===== src/common/hkd_pkg.sv =====
// shared constants for the housekeeping forwarding command decoder
// assumes one 125 MHz clock and a byte-wide command stream on that clock
package hkd_pkg;
    // clock and collection period
    localparam int unsigned CLK_PERIOD_PS = 8000;
    localparam longint unsigned HK_PERIOD_MS = 64'd11300;
    localparam longint unsigned HK_PERIOD_CYC_L = (HK_PERIOD_MS * 64'd1000000000) / CLK_PERIOD_PS;
    localparam int unsigned HK_PERIOD_CYC = int'(HK_PERIOD_CYC_L);

    // command layout, byte positions from the start of the packet
    localparam logic [3:0] POS_ID_HI = 4'h0;
    localparam logic [3:0] POS_ID_LO = 4'h1;
    localparam logic [3:0] POS_SEQ_HI = 4'h2;
    localparam logic [3:0] POS_SEQ_LO = 4'h3;
    localparam logic [3:0] POS_LEN_HI = 4'h4;
    localparam logic [3:0] POS_LEN_LO = 4'h5;
    localparam logic [3:0] POS_SVC_HDR = 4'h6;
    localparam logic [3:0] POS_SVC_TYPE = 4'h7;
    localparam logic [3:0] POS_SUBTYPE = 4'h8;
    localparam logic [3:0] POS_PAD = 4'h9;
    localparam logic [3:0] POS_PAD_PARAM = 4'ha;
    localparam logic [3:0] POS_SELECTOR = 4'hb;
    localparam logic [3:0] POS_LAST = 4'hd;

    // expected values of the fixed fields
    localparam logic [2:0] VERSION_VAL = 3'h0;
    localparam logic TYPE_VAL = 1'b1;
    localparam logic DFH_VAL = 1'b1;
    localparam logic [6:0] APID_VAL = 7'h47;
    localparam logic [3:0] CATEGORY_VAL = 4'hc;
    localparam logic [1:0] SEQ_FLAGS_VAL = 2'h3;
    localparam logic [2:0] SOURCE_GROUND = 3'h0;
    localparam logic [15:0] LENGTH_VAL = 16'h0007;
    localparam logic [2:0] SVC_VERSION_VAL = 3'h0;
    localparam logic CHECKSUM_FLAG_VAL = 1'b1;
    localparam logic [3:0] ACK_VAL = 4'h1;
    localparam logic [7:0] SVC_TYPE_VAL = 8'hc0;
    localparam logic [7:0] SUB_ENABLE_VAL = 8'h05;
    localparam logic [7:0] SUB_DISABLE_VAL = 8'h06;
    localparam logic [7:0] PAD_VAL = 8'h00;
    localparam logic [7:0] PAD_PARAM_VAL = 8'h01;
    localparam logic [7:0] SELECTOR_VAL = 8'h01;

    // error control word: crc-16 ccitt, msb first, residue zero over the whole packet
    localparam logic [15:0] CRC_POLY = 16'h1021;
    localparam logic [15:0] CRC_INIT = 16'hffff;
    localparam logic [15:0] CRC_RESIDUE = 16'h0000;

    // reset values
    localparam logic FWD_EN_RST = 1'b1;

    // reject reasons
    typedef enum logic [2:0] {
        HKD_RSN_NONE = 3'b000,
        HKD_RSN_FIELD = 3'b001,
        HKD_RSN_FOREIGN = 3'b010,
        HKD_RSN_LENGTH = 3'b011,
        HKD_RSN_CRC = 3'b100
    } hkd_reason_t;
endpackage : hkd_pkg


===== src/common/hkd_crc_if.sv =====
// carries the command bytes to the error control checker and its running value
// assumes one clock shared by both ends
`timescale 1ns/10ps
interface hkd_crc_if;
    logic clear;
    logic valid;
    logic [7:0] data;
    logic [15:0] crc;
    modport feeder (output clear, output valid, output data, input crc);
    modport checker_end (input clear, input valid, input data, output crc);
endinterface : hkd_crc_if


===== src/hdl/hkd_crc16.sv =====
// byte-serial crc-16 over the command stream
// assumes clear and valid arrive on the same clock as the byte
`timescale 1ns/10ps
module hkd_crc16 (
    input wire logic core_clk, // clock
    input wire logic rst_n, // async reset
    hkd_crc_if.checker_end crc_bus // byte in, crc out
);
    import hkd_pkg::*;

    logic [15:0] crc_q;
    logic [15:0] crc_d;

    function automatic logic [15:0] crc_step(input logic [15:0] c, input logic [7:0] b);
        logic [15:0] r;
        r = c;
        for (int i = 7; i >= 0; i--) begin
            if (r[15] ^ b[i]) begin
                r = {r[14:0], 1'b0} ^ CRC_POLY;
            end else begin
                r = {r[14:0], 1'b0};
            end
        end
        return r;
    endfunction : crc_step

    always_comb begin
        crc_d = crc_q;
        if (crc_bus.valid) begin
            crc_d = crc_step(crc_bus.clear ? CRC_INIT : crc_q, crc_bus.data);
        end
    end

    always_ff @(posedge core_clk or negedge rst_n) begin
        if (!rst_n) begin
            crc_q <= CRC_INIT;
        end else begin
            crc_q <= crc_d;
        end
    end

    assign crc_bus.crc = crc_q;
endmodule : hkd_crc16


===== src/hdl/hkd_hk_gate.sv =====
// one-stage register between the housekeeping packetiser and the outbound queue
// assumes the packetiser marks packet starts; a drop decision holds for a whole packet
`timescale 1ns/10ps
module hkd_hk_gate (
    input wire logic core_clk, // clock
    input wire logic rst_n, // async reset
    input wire logic fwd_en, // forwarding enabled
    input wire logic [7:0] hk_data, // packet byte in
    input wire logic hk_sop, // first byte of packet
    input wire logic hk_eop, // last byte of packet
    input wire logic hk_valid, // byte present
    output logic hk_ready, // byte taken
    output logic [7:0] ob_data, // byte to outbound queue
    output logic ob_sop, // first byte out
    output logic ob_eop, // last byte out
    output logic ob_valid, // byte out present
    input wire logic ob_ready, // outbound queue takes byte
    output logic hk_dropped // pulse: a packet was discarded
);
    logic [7:0] data_q, data_d;
    logic sop_q, sop_d, eop_q, eop_d, valid_q, valid_d;
    logic drop_q, drop_d;
    logic dropped_q, dropped_d;
    logic take, drop_now;

    // decision latched at packet start so a packet is never cut in half
    assign drop_now = hk_sop ? !fwd_en : drop_q;
    // dropped bytes are always accepted, so the packetiser never stalls on them
    assign hk_ready = drop_now || !valid_q || ob_ready;
    assign take = hk_valid && hk_ready;

    always_comb begin
        data_d = data_q;
        sop_d = sop_q;
        eop_d = eop_q;
        valid_d = valid_q && !ob_ready;
        drop_d = drop_q;
        dropped_d = 1'b0;
        if (take) begin
            drop_d = drop_now;
            if (drop_now) begin
                dropped_d = hk_eop;
            end else begin
                data_d = hk_data;
                sop_d = hk_sop;
                eop_d = hk_eop;
                valid_d = 1'b1;
            end
        end
    end

    always_ff @(posedge core_clk or negedge rst_n) begin
        if (!rst_n) begin
            data_q <= 8'h00;
            sop_q <= 1'b0;
            eop_q <= 1'b0;
            valid_q <= 1'b0;
            drop_q <= 1'b0;
            dropped_q <= 1'b0;
        end else begin
            data_q <= data_d;
            sop_q <= sop_d;
            eop_q <= eop_d;
            valid_q <= valid_d;
            drop_q <= drop_d;
            dropped_q <= dropped_d;
        end
    end

    assign ob_data = data_q;
    assign ob_sop = sop_q;
    assign ob_eop = eop_q;
    assign ob_valid = valid_q;
    assign hk_dropped = dropped_q;
endmodule : hkd_hk_gate


===== src/hdl/hkd_decoder.sv =====
// housekeeping forwarding command decoder: checks enable/disable commands,
// keeps the forwarding state, gates finished housekeeping packets, paces collection
// assumes the command stream is produced on core_clk, one byte per valid, always taken
//
// Summary of operation
// - fixed identifier, category, version, flags checked
// - nonzero source prefix rejected as foreign
// - length field seven and size checked
// - service version zero, checksum flag set
// - acknowledge field requests acceptance report
// - service type byte is housekeeping reporting
// - subtype selects enable or disable, then zero pad
// - application data: pad parameter one first
// - report selector must equal one
// - accepted disable stops housekeeping forwarding
// - collection and packetising continue while disabled
// - finished packets discarded while disabled
// - disable leaves collection activity untouched
// - accepted enable restores forwarding
// - collection recurs every 11.3 s unless skipped
`timescale 1ns/10ps
module hkd_decoder #(
    parameter int unsigned PERIOD_CYC = hkd_pkg::HK_PERIOD_CYC // collection period in cycles
) (
    input wire logic core_clk, // clock, 125 MHz
    input wire logic rst_n, // async reset, active low
    input wire logic [7:0] tc_data, // command byte
    input wire logic tc_valid, // command byte present
    input wire logic tc_sop, // first byte of command
    input wire logic tc_eop, // last byte of command
    output logic tc_accept, // pulse: command accepted
    output logic tc_reject, // pulse: command ignored
    output hkd_pkg::hkd_reason_t tc_reason, // why the last command was ignored
    output logic [10:0] tc_seq, // counter of last accepted command
    output logic fwd_en, // housekeeping forwarding state
    input wire logic cycle_skip, // collection cycle skip in force
    output logic hk_collect, // pulse: start a collection cycle
    input wire logic [7:0] hk_data, // packet byte from packetiser
    input wire logic hk_sop, // first byte of packet
    input wire logic hk_eop, // last byte of packet
    input wire logic hk_valid, // packet byte present
    output logic hk_ready, // packet byte taken
    output logic [7:0] ob_data, // byte to outbound queue
    output logic ob_sop, // first byte out
    output logic ob_eop, // last byte out
    output logic ob_valid, // byte out present
    input wire logic ob_ready, // outbound queue ready
    output logic hk_dropped // pulse: packet discarded
);
    import hkd_pkg::*;

    typedef enum logic [1:0] {
        HKD_ST_IDLE = 2'b00,
        HKD_ST_BODY = 2'b01,
        HKD_ST_CHECK = 2'b10
    } hkd_state_t;

    hkd_state_t state_q, state_d;
    logic [3:0] idx_q, idx_d;
    logic field_ok_q, field_ok_d;
    logic foreign_q, foreign_d;
    logic len_ok_q, len_ok_d;
    logic enable_q, enable_d;
    logic [10:0] seq_cur_q, seq_cur_d;
    logic [10:0] seq_q, seq_d;
    logic fwd_q, fwd_d;
    logic accept_q, accept_d;
    logic reject_q, reject_d;
    hkd_reason_t reason_q, reason_d;
    logic [3:0] pos;
    logic byte_take;

    hkd_crc_if crc_bus ();

    // byte position of the incoming byte; a start byte is always position zero
    assign byte_take = tc_valid && (tc_sop || state_q == HKD_ST_BODY);
    assign pos = tc_sop ? 4'h0 : idx_q;

    // checks one byte of the fixed layout; check word positions pass, positions past POS_LAST fail
    function automatic logic field_match(input logic [3:0] p, input logic [7:0] b);
        logic r;
        r = 1'b0;
        unique case (p)
            POS_ID_HI: r = (b == {VERSION_VAL, TYPE_VAL, DFH_VAL, APID_VAL[6:4]});
            POS_ID_LO: r = (b == {APID_VAL[3:0], CATEGORY_VAL});
            // flags here, source prefix judged apart
            POS_SEQ_HI: r = (b[7:6] == SEQ_FLAGS_VAL);
            POS_SEQ_LO: r = 1'b1;
            POS_LEN_HI: r = (b == LENGTH_VAL[15:8]);
            POS_LEN_LO: r = (b == LENGTH_VAL[7:0]);
            POS_SVC_HDR: r = (b == {SVC_VERSION_VAL, CHECKSUM_FLAG_VAL, ACK_VAL});
            POS_SVC_TYPE: r = (b == SVC_TYPE_VAL);
            POS_SUBTYPE: r = (b == SUB_DISABLE_VAL) || (b == SUB_ENABLE_VAL);
            POS_PAD: r = (b == PAD_VAL);
            POS_PAD_PARAM: r = (b == PAD_PARAM_VAL);
            POS_SELECTOR: r = (b == SELECTOR_VAL);
            default: r = (p <= POS_LAST);
        endcase
        return r;
    endfunction : field_match

    always_comb begin
        state_d = state_q;
        idx_d = idx_q;
        field_ok_d = field_ok_q;
        foreign_d = foreign_q;
        len_ok_d = len_ok_q;
        enable_d = enable_q;
        seq_cur_d = seq_cur_q;
        seq_d = seq_q;
        fwd_d = fwd_q;
        accept_d = 1'b0;
        reject_d = 1'b0;
        reason_d = reason_q;
        if (state_q == HKD_ST_CHECK) begin
            state_d = HKD_ST_IDLE;
            if (!len_ok_q) begin
                reject_d = 1'b1;
                reason_d = HKD_RSN_LENGTH;
            end else if (foreign_q) begin
                reject_d = 1'b1;
                reason_d = HKD_RSN_FOREIGN;
            end else if (!field_ok_q) begin
                reject_d = 1'b1;
                reason_d = HKD_RSN_FIELD;
            end else if (crc_bus.crc != CRC_RESIDUE) begin
                reject_d = 1'b1;
                reason_d = HKD_RSN_CRC;
            end else begin
                accept_d = 1'b1;
                reason_d = HKD_RSN_NONE;
                seq_d = seq_cur_q;
                fwd_d = enable_q;
            end
        end
        // a new start byte aborts any packet in progress
        if (byte_take) begin
            idx_d = (pos == 4'hf) ? pos : pos + 4'h1;
            if (tc_sop) begin
                field_ok_d = field_match(pos, tc_data);
                foreign_d = 1'b0;
            end else begin
                field_ok_d = field_ok_q && field_match(pos, tc_data);
            end
            if (pos == POS_SEQ_HI) begin
                foreign_d = (tc_data[5:3] != SOURCE_GROUND);
                seq_cur_d = {tc_data[2:0], seq_cur_q[7:0]};
            end
            if (pos == POS_SEQ_LO) begin
                seq_cur_d = {seq_cur_q[10:8], tc_data};
            end
            if (pos == POS_SUBTYPE) begin
                enable_d = (tc_data == SUB_ENABLE_VAL);
            end
            if (tc_eop) begin
                len_ok_d = (pos == POS_LAST);
                state_d = HKD_ST_CHECK;
            end else begin
                state_d = HKD_ST_BODY;
            end
        end
    end

    always_ff @(posedge core_clk or negedge rst_n) begin
        if (!rst_n) begin
            state_q <= HKD_ST_IDLE;
            idx_q <= 4'h0;
            field_ok_q <= 1'b0;
            foreign_q <= 1'b0;
            len_ok_q <= 1'b0;
            enable_q <= 1'b0;
            seq_cur_q <= 11'h000;
            seq_q <= 11'h000;
            fwd_q <= FWD_EN_RST;
            accept_q <= 1'b0;
            reject_q <= 1'b0;
            reason_q <= HKD_RSN_NONE;
        end else begin
            state_q <= state_d;
            idx_q <= idx_d;
            field_ok_q <= field_ok_d;
            foreign_q <= foreign_d;
            len_ok_q <= len_ok_d;
            enable_q <= enable_d;
            seq_cur_q <= seq_cur_d;
            seq_q <= seq_d;
            fwd_q <= fwd_d;
            accept_q <= accept_d;
            reject_q <= reject_d;
            reason_q <= reason_d;
        end
    end

    // the crc runs over every byte including the error control word itself
    assign crc_bus.clear = tc_sop;
    assign crc_bus.valid = byte_take;
    assign crc_bus.data = tc_data;

    hkd_crc16 u_crc (
        .core_clk(core_clk),
        .rst_n(rst_n),
        .crc_bus(crc_bus)
    );

    // collection pacing: independent of the forwarding state on purpose
    logic [31:0] tick_cnt_q, tick_cnt_d;
    logic collect_q, collect_d;

    always_comb begin
        tick_cnt_d = tick_cnt_q;
        collect_d = 1'b0;
        if (tick_cnt_q >= PERIOD_CYC - 1) begin
            tick_cnt_d = 32'h0000_0000;
            collect_d = !cycle_skip;
        end else begin
            tick_cnt_d = tick_cnt_q + 32'h0000_0001;
        end
    end

    always_ff @(posedge core_clk or negedge rst_n) begin
        if (!rst_n) begin
            tick_cnt_q <= 32'h0000_0000;
            collect_q <= 1'b0;
        end else begin
            tick_cnt_q <= tick_cnt_d;
            collect_q <= collect_d;
        end
    end

    hkd_hk_gate u_gate (
        .core_clk(core_clk),
        .rst_n(rst_n),
        .fwd_en(fwd_q),
        .hk_data(hk_data),
        .hk_sop(hk_sop),
        .hk_eop(hk_eop),
        .hk_valid(hk_valid),
        .hk_ready(hk_ready),
        .ob_data(ob_data),
        .ob_sop(ob_sop),
        .ob_eop(ob_eop),
        .ob_valid(ob_valid),
        .ob_ready(ob_ready),
        .hk_dropped(hk_dropped)
    );

    assign tc_accept = accept_q;
    assign tc_reject = reject_q;
    assign tc_reason = reason_q;
    assign tc_seq = seq_q;
    assign fwd_en = fwd_q;
    assign hk_collect = collect_q;
endmodule : hkd_decoder


===== config.mk =====
export PLATFORM = sky130hd
export DESIGN_NAME = hkd_decoder
export DESIGN_NICKNAME = d
export VERILOG_FILES = /design/src/common/hkd_pkg.sv /design/src/common/hkd_crc_if.sv /design/src/hdl/hkd_crc16.sv /design/src/hdl/hkd_hk_gate.sv /design/src/hdl/hkd_decoder.sv
export SDC_FILE = /design/constraint.sdc
export NUM_CORES = 1
export LEC_CHECK = 0
export ABC_AREA = 1
export CAP_MARGIN = 20
export CELL_PAD_IN_SITES_DETAIL_PLACEMENT = 0
export CELL_PAD_IN_SITES_GLOBAL_PLACEMENT = 1
export CORE_MARGIN = 10
export CORE_UTILIZATION = 25
export DETAILED_ROUTE_END_ITERATION = 6
export DONT_BUFFER_PORTS = 1
export PLACE_DENSITY = 0.45
export SYNTH_ARGS = -nofsm -noshare
export SYNTH_HDL_FRONTEND = slang
export SYNTH_HIERARCHICAL = 1
export SYNTH_SLANG_ARGS = --single-unit
export TNS_END_PERCENT = 30

===== constraint.sdc =====
create_clock -name core_clk -period 1.9 [get_ports core_clk]
set_input_delay 0.095 -clock core_clk [delete_from_list [all_inputs] [get_ports core_clk]]
set_output_delay 0.095 -clock core_clk [all_outputs]
set_load 0.02 [all_outputs]

Word-level counts from Yosys, hierarchy flattened. Cells that the tools add are included.

Bits in registers: 100. Input port bits: 26. Output and inout port bits: 31. Logic and storage cells: 146.

Add/sub/neg operators: 2. $lt $le $gt $ge: 2. Equal/unequal tests: 24. Muxes and demuxes: 49. Bitwise logic cells: 20. Reduce and logical (&&, ||, !) cells: 27.

Operator list (number): $mux 16 (8); $mux 13 (8); $add 32x1->32 const B (1); $ge 32x31->1 const B (1); $mux 32 (1); $eq 4x4->1 const B (6); $eq 8x3->1 const B (3); $not 3->3 (8); $mux 1 (21); $eq 4x3->1 const B (4); $eq 8x5->1 const B (2); $reduce_bool 16->1 (1); $mux 3 (4); $pmux 1 s10 (1); $reduce_and 2->1 (5); $eq 4x2->1 const B (2); $eq 8x1->1 const B (1); $eq 8x7->1 const B (1); $eq 8x8->1 const B (1); $logic_not 8->1 (1); $mux 4 (2); $mux 8 (1); $xor 1x1->1 (8); $mux 2 (3); other kinds (15) (30).

Longest topological paths before layout.
Depth in word-level cells: 24. Depth in mapped cells: 14. Depth with buffers taken out: 14.

Cells and area by module. The synthesis kept the hierarchy.

By module, submodules not included: hkd_decoder (times used 1, cells each 476, area an instance 3757.4 um2, sequential area each 1778.0 um2); hkd_crc16 (times used 1, cells each 161, area an instance 1052.3 um2, sequential area each 420.4 um2); hkd_hk_gate (times used 1, cells each 67, area an instance 579.3 um2, sequential area each 325.3 um2).

Worst setup path after synthesis. OpenSTA, ideal clock, no wires.

Path type: flip-flop to flip-flop. Start point: register tick_cnt_q[0]. End point: register tick_cnt_q[26]. Library setup time: 0.120 ns. Data arrival time: 1.537 ns. Data required time: 1.780 ns. Setup slack: 0.243 ns. Stages on the path, launching flop included: 11. Path buffers: 0. Period minus slack after synthesis: 1.657 ns. Cells stage by stage: dfrtp_1 ha_1 nand2_2 nor2_4 nand3_2 nor2_4 nand2_4 nor3_4 nand3_2 xor2_1 nor2_2.

Cells in the longest elaborated chain, start to end: 2. Elaborated cells between the ends (all ways): 3. Classes of those cells: add/sub (1); order compare (1); mux (1).

RTL lines: start, declared (RTL line hkd_decoder.sv:206) `logic [31:0] tick_cnt_q, tick_cnt_d;`; start signal, assigned (RTL line hkd_decoder.sv:225) `tick_cnt_q <= tick_cnt_d;`; $add 32x1->32 / $ge 32x31->1 (equally long branches) (RTL line hkd_decoder.sv:216, hkd_decoder.sv:212); $mux 32 * (RTL line hkd_decoder.sv:212) `if (tick_cnt_q >= PERIOD_CYC - 1) begin`; net tick_cnt_d[26] (RTL line hkd_decoder.sv:206).

Mark *: on every way through the listed nets, which the timed path passes. The rest lies on a longest branch. A chain may end at the register's enable or synchronous reset.

Final worst setup path.
Start point: register tick_cnt_q[5]. End point: register tick_cnt_q[23].

The elaborated chain is that of the path after synthesis.

==> flow_metrics.tcl <==
set metrics [dict create \
    die_h_um 167 \
    die-area_um2 27800 \
    synthArstFlopShare_pct 100 \
    drtIter0Drc 384 \
    synthesis.area_um2 5390 \
    yosysSeqAreaShare_pct 46.8 \
    clk_latency_ns 0.37 \
    drc 0 \
    finalSetupViolCount 0 \
    seqPwrFrac_pct 49.4 \
    hold_class "input pin to async pin" \
    max_freq_ghz 0.552 \
    io_pins 57 \
    cts-root-buf "clkbuf_16" \
    synth_warnings 6 \
    htreeDepth 3 \
    swShare_pct 34.0 \
    p_comb_share_pct 18.2 \
    cp-end-kind "flop" \
    synth_fp_nets 731 \
    via_per_inst 4.56 \
    finalClockSkew_ns 0.0166 \
    power.internal_mw 3.96 \
    synthFlopType "dfrtp_1" \
    finalNetCount 773 \
    synth_area_leaders "dfrtp_1, nand2_1, dfstp_2" \
    r2r.worst_path.cells 8 \
    grt_pass1_vias 4779 \
    cp-start-kind "flop" \
    gp_congestion 0.816 \
    status "finished, violations left" \
    cts_tree "done" \
    portBuffers 0 \
    syn_inst 704 \
    num_rows 53 \
    track_usage_pct 11.8 \
    clock_path_buffers 2 \
    antenna_found_initial 1 \
    yosysTopAreaCellShare_pct 38.5 \
    numCtsBuffers 9 \
    dp_cells 984 \
    grt_max_degree 101 \
    ctsHoldBuffers 25 \
    p_sw_mw 2.04 \
    n_antenna_cell 0 \
    final_cell_mix "nand2_1, nor2_1, dfrtp_1" \
    min_period_ns 1.81 \
    rsz0062_at_grt "true" \
    timing.final.crit_share_pct 95.4 \
    routedWlPerCell_um 16.0 \
    power.total_mw 6.00 \
    p_leak_nw 3.00 \
    drv_slew 0 \
    clkTransAtPathRegs_ns 0.08 \
    hold_viol 100 \
    path_class "flop to flop" \
    tns_ns 0 \
    dp_slack_ns 0.121 \
    placed_cell_area_um2 5810 \
    cts.sinks 100 \
    required_ns 2.14 \
    ys_seq_elements 100 \
    synth_edf_count 0 \
    ant_nets 0 \
    initial_core_util_pct 25.6 \
    violations "negative hold slack" \
    tightest_slew_ns 0.507 \
    yosysTopAreaCell "dfrtp_1" \
    grt_pass1_wl_um 26700 \
    routed-via-count 4680 \
    worstPathMaxFanout 5 \
    netlist-cell-type-count 44 \
    area_growth_pct 18.8 \
    peakVddDrop_uv 420 \
    dp_hpwl_um 11800 \
    drtPass1Iterations 4 \
    syn_area_per_cell_um2 7.65 \
    core-area_um2 21100 \
    stdcell_count 1026 \
    clockPowerShare_pct 32.4 \
    die_x_um 167 \
    cp.arrival_ns 2.06 \
    wl_um 16400 \
    maxCapViolCount 0 \
    holdWs_ns -0.565 \
    cellPowerDensity_nw_per_um2 938 \
    final_layout_size_suffix_gt1_share_pct 12.8 \
    final_core_util_pct 30.3 \
    setup_slack_ns 0.0868 \
    grt.overflow.total 0 \
    final_common_cell "nand2_1" \
    slew_headroom_pct 66.1 \
    postLayoutCellArea_um2 6400 \
]
-- power by group through the flow --
stage                     clock (mW)  combinational, mW  sequential (mW)
final                           1.94               1.09             2.96
after global routing            2.10               1.29             3.02
after CTS                       2.02               1.10             2.97
after detailed placement           0               1.04             3.01
after global placement             0               1.04             3.01
after floorplan                    0              0.832             2.90
-- area by class of cell --
class,count,area (µm²)
inverters,64,240
flip-flops and latches,100,2520
multi-input cells,524,2550
clock inverters,7,83.8
well taps,275,344
clock buffers,9,225
repair buffers,47,430
fillers,2273,14700
-- path summary, 6_finish.rpt --
path,slack [ns],endpoint,from
max,0.09,tick_cnt_q[23],tick_cnt_q[5]
min,-0.56,tick_cnt_q[7],rst_n
max reg2reg,0.09,tick_cnt_q[23],tick_cnt_q[5]
min reg2reg,0.47,tc_seq[7],seq_cur_q[7]
max in group asynchronous,2.21,u_crc/crc_bus.crc[15],rst_n
min in group core_clk,0.02,seq_cur_q[1],tc_data[1]
-- state kept, by name, summed over array words and instances (netlist names), 2 cells and up --
| register | count |
|---|---|
| u_crc/crc_bus.crc | 16 |
| u_gate/ob_data | 8 |
| idx_q | 4 |
| state_q | 2 |
| tc_reason | 3 |
| tick_cnt_q | 32 |
| seq_cur_q | 11 |
| tc_seq | 11 |
-- timing repair --
action                     in CTS  in global routing
gates resized for setup         0                  8
setup endpoints to repair       0                 40
buffers inserted                0                  1
hold endpoints to repair      134                100
-- cell usage after synthesis (6+ instances only) --
cell / count
nor2_2: 8
nor4_1: 10
nand4_1: 24
nand2_2: 6
inv_1: 57
nor3_1: 14
o21ai_0: 21
nand3_1: 44
a21oi_1: 8
dfstp_2: 17
inv_2: 7
xor2_1: 19
o21ai_1: 17
nand2_1: 220
buf_2: 7
xnor2_1: 8
dfrtp_1: 83
nor2_1: 92
-- critical path: stages (launching register included) --
cell and delay (ns):
dfrtp_2 0.43, nand2_1 0.11, nor2_2 0.17, nand3_4 0.13
nor3_4 0.34, nand4_2 0.18, nor2_2 0.14, xnor2_1 0.13
nor2_1 0.05
-- metal layers --
metal	wire (µm)	vias up	share of wire, %	GRT usage (%)
li1	-	2371	-	-
met3	961	12	5.9	3.11
met1	7990	2196	49	15.6
met5	0	-	0	0
met2	7300	101	45	18.6
met4	150	0	0.91	2.90
-- kinds of logic (layout without fill, tap and decap cells) --
logic type | Yosys count | in the layout | share of synthesized area (%)
adder cells (fa/ha/maj) | 1 | 1 | 0.232
buffers and inverters | 80 | 127 | 6.22
AO/OA/AOI/OAI | 61 | 61 | 6.48
other | 1 | 1 | 0.0696
XOR/XNOR | 27 | 27 | 4.39
flip-flops | 100 | 100 | 46.8
AND/OR/NAND/NOR | 434 | 434 | 35.8
Note: power is estimated with default switching activity, not from simulation.
